$ cat src/hdl/fmc_pkg.sv
package fmc_pkg;
   // Register offsets
   localparam logic [7:0] ADDR_CFG_A    = 8'h02;
   localparam logic [7:0] ADDR_CFG_B    = 8'h03;
   localparam logic [7:0] ADDR_TACH_EN  = 8'h07;
   localparam logic [7:0] ADDR_TACH_CFG = 8'h08;
   // Reset values
   localparam logic [7:0] RST_CFG_A     = 8'h40;
   localparam logic [7:0] RST_CFG_B     = 8'h00;
   localparam logic [7:0] RST_TACH_EN   = 8'h00;
   localparam logic [3:0] RST_TACH_CFG  = 4'h0;
   localparam logic [7:0] RDATA_NONE    = 8'h00;
   // First register fields
   localparam int         A_FAST        = 0;
   localparam int         A_HF_MODE     = 2;
   localparam int         A_BOOST1_DIS  = 3;
   localparam int         A_BOOST2_DIS  = 4;
   localparam int         A_FORCE_FULL  = 5;
   localparam int         A_PCNT_LO     = 6;
   localparam int         A_PCNT_HI     = 7;
   localparam logic [2:0] PCNT_OFFSET   = 3'h1;
   // Second register fields
   localparam int         B_GPIO_EN     = 0;
   localparam int         B_SCL_TO      = 1;
   localparam int         B_SDA_TO      = 2;
   localparam int         B_IDENT_LOW   = 3;
   localparam int         B_THERM_LOW   = 4;
   localparam int         B_INTR_CLR    = 5;
   localparam int         B_XOR_TREE    = 6;
   localparam int         B_LOW_CORE    = 7;
   // Tachometer configuration width
   localparam int         TACH_CFG_W    = 4;
   // Measurement rate timing
   localparam int         CLK_PERIOD_NS = 25;
   localparam int         NS_PER_MS     = 1000000;
   localparam int         MEAS_SLOW_MS  = 1000;
   localparam int         MEAS_FAST_MS  = 250;
   localparam int         MEAS_SLOW_CYC = MEAS_SLOW_MS * (NS_PER_MS / CLK_PERIOD_NS);
   localparam int         MEAS_FAST_CYC = MEAS_FAST_MS * (NS_PER_MS / CLK_PERIOD_NS);
   localparam int         TICK_W        = 26;
endpackage

$ cat src/hdl/fmc_config_regs.sv
`timescale 1ns/1ps
module fmc_config_regs
   import fmc_pkg::*;
#(
   parameter int MEAS_SLOW_CYC_P = MEAS_SLOW_CYC,
   parameter int MEAS_FAST_CYC_P = MEAS_FAST_CYC
) (
   input  wire logic       sys_clk_i,
   input  wire logic       sys_rst_i,
   // Register access port
   input  wire logic [7:0] reg_addr_i,
   input  wire logic       reg_wr_i,
   input  wire logic [7:0] reg_wdata_i,
   input  wire logic       reg_rd_i,
   output logic      [7:0] reg_rdata_o,
   // Device-wide lock and software reset
   input  wire logic       lock_i,
   input  wire logic       sw_reset_i,
   // Regulator alert inputs
   input  wire logic       regulator_alert_one_i,
   input  wire logic       regulator_alert_two_i,
   // Fan and measurement controls
   output logic            fast_measure_o,
   output logic            high_freq_mode_o,
   output logic            regulator_one_boost_disable_o,
   output logic            regulator_two_boost_disable_o,
   output logic            fan_full_speed_o,
   output logic      [2:0] speed_pulse_count_o,
   output logic            measure_tick_o,
   // Miscellaneous controls
   output logic            gpio_enable_o,
   output logic            scl_timeout_en_o,
   output logic            sda_timeout_en_o,
   output logic            ident_input_low_thresh_o,
   output logic            thermal_input_low_thresh_o,
   output logic            intrusion_clear_o,
   output logic            xor_tree_test_o,
   output logic            low_core_mode_o,
   // Tachometer controls
   output logic      [7:0] speed_input_enable_o,
   output logic      [7:0] continuous_enable_o
);
   typedef struct packed {
      logic [7:0]            cfg_a;
      logic [7:0]            cfg_b;
      logic [7:0]            tach_en;
      logic [TACH_CFG_W-1:0] tach_cfg;
      logic [7:0]            rdata;
      logic                  full_spd;
      logic                  intr_clr;
      logic [7:0]            cont_en;
      logic [2:0]            pcnt;
      logic [TICK_W-1:0]     gap;
      logic                  seen;
      logic                  rate_chg;
   } fmc_cfg_st_t;

   localparam fmc_cfg_st_t RST_ST = '{
      cfg_a:    RST_CFG_A,
      cfg_b:    RST_CFG_B,
      tach_en:  RST_TACH_EN,
      tach_cfg: RST_TACH_CFG,
      rdata:    RDATA_NONE,
      full_spd: 1'b0,
      intr_clr: 1'b0,
      cont_en:  8'h00,
      pcnt:     RST_CFG_A[A_PCNT_HI:A_PCNT_LO] + PCNT_OFFSET,
      gap:      '0,
      seen:     1'b0,
      rate_chg: 1'b0
   };

   localparam logic [TICK_W-1:0] SLOW_PER = TICK_W'(MEAS_SLOW_CYC_P);
   localparam logic [TICK_W-1:0] FAST_PER = TICK_W'(MEAS_FAST_CYC_P);

   fmc_cfg_st_t       st_r;
   fmc_cfg_st_t       st_nxt;
   logic              wr_ok;
   logic              tick;
   logic [TICK_W-1:0] meas_period;

   // Writes and software reset only land while unlocked
   assign wr_ok = reg_wr_i & ~lock_i;

   // Fast bit picks the shorter measurement period
   assign meas_period = st_r.cfg_a[A_FAST] ? FAST_PER : SLOW_PER;

   // Measurement tick runs only in low-frequency drive mode
   fmc_tick_gen #(
      .CW        (TICK_W)
   ) u_tick (
      .sys_clk_i (sys_clk_i),
      .sys_rst_i (sys_rst_i),
      .run_i     (~st_r.cfg_a[A_HF_MODE]),
      .period_i  (meas_period),
      .tick_o    (tick)
   );

   // Next-state logic for registers and derived controls
   always_comb begin
      st_nxt = st_r;
      st_nxt.intr_clr = 1'b0;
      // Software reset restores defaults unless locked
      if (sw_reset_i && !lock_i) begin
         st_nxt.cfg_a    = RST_CFG_A;
         st_nxt.cfg_b    = RST_CFG_B;
         st_nxt.tach_en  = RST_TACH_EN;
         st_nxt.tach_cfg = RST_TACH_CFG;
      end
      // Register writes, a same-cycle write overrides the reset
      if (wr_ok) begin
         case (reg_addr_i)
            ADDR_CFG_A: begin
               st_nxt.cfg_a = reg_wdata_i;
            end
            ADDR_CFG_B: begin
               st_nxt.cfg_b = reg_wdata_i;
               st_nxt.cfg_b[B_INTR_CLR] = 1'b0;
               st_nxt.intr_clr = reg_wdata_i[B_INTR_CLR];
            end
            ADDR_TACH_EN: begin
               st_nxt.tach_en = reg_wdata_i;
            end
            ADDR_TACH_CFG: begin
               st_nxt.tach_cfg = reg_wdata_i[TACH_CFG_W-1:0];
            end
            default: begin
               st_nxt.intr_clr = 1'b0;
            end
         endcase
      end
      // Read data captured on a read strobe, unmapped reads give zero
      if (reg_rd_i) begin
         case (reg_addr_i)
            ADDR_CFG_A: begin
               st_nxt.rdata = st_r.cfg_a;
            end
            ADDR_CFG_B: begin
               st_nxt.rdata = st_r.cfg_b;
            end
            ADDR_TACH_EN: begin
               st_nxt.rdata = st_r.tach_en;
            end
            ADDR_TACH_CFG: begin
               st_nxt.rdata = {{(8-TACH_CFG_W){1'b0}}, st_r.tach_cfg};
            end
            default: begin
               st_nxt.rdata = RDATA_NONE;
            end
         endcase
      end
      // Full speed from force bit or an enabled regulator alert
      st_nxt.full_spd = st_r.cfg_a[A_FORCE_FULL]
         | (regulator_alert_one_i & ~st_r.cfg_a[A_BOOST1_DIS])
         | (regulator_alert_two_i & ~st_r.cfg_a[A_BOOST2_DIS]);
      // Continuous measurement only in low-frequency mode, bit k feeds channels k and k+4
      st_nxt.cont_en = st_r.cfg_a[A_HF_MODE] ? 8'h00
                       : {st_r.tach_cfg, st_r.tach_cfg};
      // Timed pulse count is the field value plus one
      st_nxt.pcnt = {1'b0, st_r.cfg_a[A_PCNT_HI:A_PCNT_LO]} + PCNT_OFFSET;
      // Assertion helper: cycles since the last tick, and any rate change meanwhile
      if (st_r.cfg_a[A_HF_MODE] || tick) begin
         st_nxt.gap      = '0;
         st_nxt.seen     = tick;
         st_nxt.rate_chg = 1'b0;
      end else begin
         st_nxt.gap      = st_r.gap + {{(TICK_W-1){1'b0}}, 1'b1};
         st_nxt.rate_chg = st_r.rate_chg | (st_nxt.cfg_a[A_FAST] != st_r.cfg_a[A_FAST]);
      end
   end

   // State register
   always_ff @(posedge sys_clk_i or posedge sys_rst_i) begin
      if (sys_rst_i) begin
         st_r <= RST_ST;
      end else begin
         st_r <= st_nxt;
      end
   end

   // Outputs taken straight from state flops
   assign reg_rdata_o                   = st_r.rdata;
   assign fast_measure_o                = st_r.cfg_a[A_FAST];
   assign high_freq_mode_o              = st_r.cfg_a[A_HF_MODE];
   assign regulator_one_boost_disable_o = st_r.cfg_a[A_BOOST1_DIS];
   assign regulator_two_boost_disable_o = st_r.cfg_a[A_BOOST2_DIS];
   assign fan_full_speed_o              = st_r.full_spd;
   assign speed_pulse_count_o           = st_r.pcnt;
   assign measure_tick_o                = tick;
   assign gpio_enable_o                 = st_r.cfg_b[B_GPIO_EN];
   assign scl_timeout_en_o              = st_r.cfg_b[B_SCL_TO];
   assign sda_timeout_en_o              = st_r.cfg_b[B_SDA_TO];
   assign ident_input_low_thresh_o      = st_r.cfg_b[B_IDENT_LOW];
   assign thermal_input_low_thresh_o    = st_r.cfg_b[B_THERM_LOW];
   assign intrusion_clear_o             = st_r.intr_clr;
   assign xor_tree_test_o               = st_r.cfg_b[B_XOR_TREE];
   assign low_core_mode_o               = st_r.cfg_b[B_LOW_CORE];
   assign speed_input_enable_o          = st_r.tach_en;
   assign continuous_enable_o           = st_r.cont_en;
endmodule

$ cat src/hdl/fmc_tick_gen.sv
`timescale 1ns/1ps
module fmc_tick_gen #(
   parameter int CW = 26
) (
   input  wire logic          sys_clk_i,
   input  wire logic          sys_rst_i,
   input  wire logic          run_i,
   input  wire logic [CW-1:0] period_i,
   output logic               tick_o
);
   typedef struct packed {
      logic [CW-1:0] cnt;
      logic          tick;
   } fmc_tick_st_t;

   fmc_tick_st_t st_r;
   fmc_tick_st_t st_nxt;

   // Count up to period minus one, then pulse for one cycle
   always_comb begin
      st_nxt = st_r;
      st_nxt.tick = 1'b0;
      if (!run_i) begin
         st_nxt.cnt = '0;
      end else if (st_r.cnt >= period_i - {{(CW-1){1'b0}}, 1'b1}) begin
         st_nxt.cnt = '0;
         st_nxt.tick = 1'b1;
      end else begin
         st_nxt.cnt = st_r.cnt + {{(CW-1){1'b0}}, 1'b1};
      end
   end

   // State register
   always_ff @(posedge sys_clk_i or posedge sys_rst_i) begin
      if (sys_rst_i) begin
         st_r <= '0;
      end else begin
         st_r <= st_nxt;
      end
   end

   assign tick_o = st_r.tick;
endmodule

$ cat config.mk
export PLATFORM = sky130hd
export DESIGN_NAME = fmc_config_regs
export DESIGN_NICKNAME = d
export VERILOG_FILES = /design/src/hdl/fmc_pkg.sv /design/src/hdl/fmc_config_regs.sv /design/src/hdl/fmc_tick_gen.sv
export SDC_FILE = /design/constraint.sdc
export NUM_CORES = 1
export LEC_CHECK = 0
export ABC_AREA = 1
export BUFFER_PORTS_ARGS = -buffer_cell sky130_fd_sc_hd__buf_4
export CAP_MARGIN = 20
export CORE_UTILIZATION = 30
export DETAILED_ROUTE_END_ITERATION = 7
export PLACE_DENSITY_LB_ADDON = 0.15
export SETUP_SLACK_MARGIN = 0.4
export SYNTH_ARGS = -nofsm -noshare
export SYNTH_HDL_FRONTEND = slang
export SYNTH_HIERARCHICAL = 1
export SYNTH_SLANG_ARGS = --single-unit
$ cat constraint.sdc
create_clock -name sys_clk_i -period 4.9 [get_ports sys_clk_i]
set_input_delay 0 -clock sys_clk_i [delete_from_list [all_inputs] [get_ports sys_clk_i]]
set_output_delay 0 -clock sys_clk_i [all_outputs]
set_load 0.005 [all_outputs]
==> results.md <==
* Cell count after synthesis at 723
* Main synth FF type: dfrtp_1
* Worst r2r dst: u_tick/st_r[25]$_DFF_PP0_
* Final ANT Viol Nets at 0
* Post_cts resized at 0
* Vias at 4,535
* Hold_ws at 0.0694 ns
* Required time of the critical path at 5.16 ns
* RSZ-0062 raised after global routing: no
* DRC viols at 0
* Worst Path Arrival at 3.12 ns
* Die Span X at 135 µm
* Drt wl/cell at 12.9 µm
* Layout cells sized above 1 at 0.188
* Gate power share at 0.135
* Dpl cells at 1,014
* Number of global-route vias before repair at 4,260
* Worst path cell trace: buf_4 > inv_1 > o21ai_1 > nand2_1 > inv_1 > ha_1 > nand2_1 > nor2_1 > nand3_1 > nor2_1 > a21oi_2 > nand3_2 > nor2_1
* Post-CTS Hold Fix Bufs at 12
* Flop pwr share at 0.401
* Leakage at 3.24 nW
* Worst-path clk slew at 0.06 ns
* CTS Sinks at 72
* Endpoint class of the critical path: flip-flop
* Number of diodes at 0
* Num rows at 48
* Synthesized area per cell at 7.38 µm²
* Flops & latches, synth at 72
* CP peak stage delay at 0.48 ns
* Slew Limit Fails at 0
* Worst R2R Setup Slack at 2.05 ns
* Reg2Reg Depth at 13
* Clk buf depth at 2
* IR Drop Worst-Case VDD at 176 µV
* Pwr dens at 259 nW/µm²
* Actual transition at the worst max-transition pin at 1.11 ns
* Worst-Skew Late Latency at 0.35 ns
* Rel. slew slack at 0.257
* Area share of the largest cell type after synthesis at 0.328
* Port buffer count at 64
* Post-Syn Area at 5330 µm²
* Most frequent CP cell: nor2_1
* Starting Density at 0.307
* Netlist cell types at 37
* Max Freq at 351 MHz
* Crit path max fanout at 26
* Area leader, netlist: dfrtp_1
* Drt first pass iters at 4
* Io pins at 65
* Clock skew at 0.00862 ns
* First-pass GRT wire length at 22,300 µm
* CTS root buf: clkbuf_16
* Cell Int Power at 0.00122 W
* Iteration-0 DRC Markers at 197
* Sw frac at 0.274
* Post-synth ARST share at 1.00
* Critical path endpoint: u_tick/st_r[25]$_DFF_PP0_
* Status: finished, final reports clean
* Critical R2R Launch: fast_measure_o$_DFF_PP0_
* Setup ws final at 2.05 ns
* Vias per cell at 4.35
* Worst setup startpoint: fast_measure_o$_DFF_PP0_
* Post-Route WL at 13,500 µm
* Top cells by area, synth: dfrtp_1, nand2_1, ha_1
* Setup slack at placement at 2.02 ns
* Antenna violations before repair at 0
* WP buf/inv at 3
* GP Congestion at 0.817
* Area grow syn2layout at 21.0%
* HPWL Detailed at 10,400 µm
* Post-synth EDFFs at 0
* Cts bufs inserted at 9
* Minimum clock period at 2.85 ns
* CTS tree: built
* # H-tree levels at 3
* Final hold violation count at 0
* Slowest CP cell: nand3_2
* Gr ovfl total at 0
* Post-CTS setup buffers at 0
* Max_cap viols at 0
* Setup violations, final at 0
* Die H at 135 µm
* Multi-input gate area at 3050 µm²
* Nets at 866
* Critical path depth at 13
* Setup tns final at 0 ns
* Sequential fraction of the synthesis area at 0.338
* Worst setup SP type: flip-flop
* Cell with the most instances after synthesis: nand2_1
* Gr usage total at 0.160
* Largest net degree at the start of global routing at 46
* Hold Crit Class: in2reg
* Fill count at 1,844
* Sw Pwr at 0.000458 W
* Flip-flop and latch area at 1800 µm²
* DIE AREA at 18,300 µm²
* Crit share post-route at 0.582
* Worst Setup Path Type: reg2reg
* Post-synth top cells: nand2_1, nor2_1, inv_1
* Final cell count without fillers at 1,043
* Total Power at 0.00168 W
* Top delay family on crit path: simple AND/OR/NAND/NOR gates
* Clk pwr share at 0.464
* Synth warn at 6
* Area of the core at 17,400 µm²
-- layout by cell type, fill, tap and decap left out, types with 3 or more instances in the layout --
cell,Yosys,final
inv_2,5,6
clkbuf_16,0,9
nor2_1,93,93
nand3_2,6,6
dfrtp_1,70,70
ha_1,29,29
nor2_2,7,7
conb_1,2,41
xnor2_1,12,12
o21ai_1,11,11
inv_1,80,79
xor2_1,10,10
o21ai_0,23,23
nor2_4,13,13
dlygate4sd3_1,0,12
nand3_1,69,69
bufinv_16,0,3
o21ai_2,10,10
nand2_4,4,4
nand2_2,16,16
a21oi_1,17,17
nand2_1,171,171
o21bai_1,5,5
nand4_1,8,8
buf_4,29,65
nor3_1,6,6
-- kinds of logic after synthesis --
logic type,Yosys count,synth area share
compound gates,71,0.0807
simple gates,402,0.358
xor+xnor,22,0.0361
flops,72,0.338
other cells,2,0.00141
buf+inv,125,0.118
fa+ha+maj,29,0.0680
-- layer usage --
metal  GRT usage  share of wire  vias to the layer above
li1            -              -                     2424
met1       0.205           0.48                     2034
met2       0.264           0.48                       64
met3      0.0404          0.036                       13
met4      0.0468          0.012                        0
met5           0              0                        -
-- per-stage QoR --
stage,util,cell area (µm²)
3_5_place_dp,0.344,5970
4_1_cts,0.371,6440
2_1_floorplan,-,5480
5_1_grt,0.372,6460
6_report,0.372,6460
3_3_place_gp,0.342,5940
-- worst min-delay path by stage --
| stage | cells past startpoint | slack (ns) | endpoint | startpoint |
|---|---|---|---|---|
| after floorplan | 1 | 0.05 | u_tick/st_r[10]$_DFF_PP0_ | sys_rst_i |
| after global placement | 3 | 0.21 | speed_input_enable_o[6]$_DFF_PP0_ | reg_wdata_i[6] |
| after detailed placement | 2 | 0.14 | u_tick/st_r[25]$_DFF_PP0_ | sys_rst_i |
| after CTS | 3 | 0.06 | st_r[50]$_DFF_PP0_ | reg_wr_i |
| after global routing | 3 | 0.07 | st_r[49]$_DFF_PP0_ | reg_wr_i |
| final | 3 | 0.07 | st_r[51]$_DFF_PP0_ | reg_wr_i |
-- power groups by stage --
stage	clock (W)	combinational (W)	sequential [W]
finish	0.000778	0.000226	0.000672
detailed placement	0	0.000215	0.000685
global route	0.000825	0.000263	0.000679
CTS	0.000795	0.000222	0.000675
floorplan	0	0.000164	0.000667
global placement	0	0.000212	0.000685
-- worst min-delay path, delay by kind of cell --
kind | cells | cell delay, ns
simple gates | 1 | 0.17
buf+inv | 1 | 0.12
compound gates | 1 | 0.09
-- registers in the layout (all words and copies together), names as in the netlist, 3 cells and up --
register	flops
speed_pulse_count_o	3
st_r	9
speed_input_enable_o	8
reg_rdata_o	8
continuous_enable_o	4
u_tick/st_r	26
-- cell type report --
type                       count  share of cell area
tap                          225              0.0436
inverter                      86              0.0500
multi-input combinational    565               0.472
clock buffer                  10              0.0355
sequential                    72               0.279
clock inverter                 6              0.0178
timing repair buffer          79               0.102
Note: power is estimated with default switching activity, not from simulation.
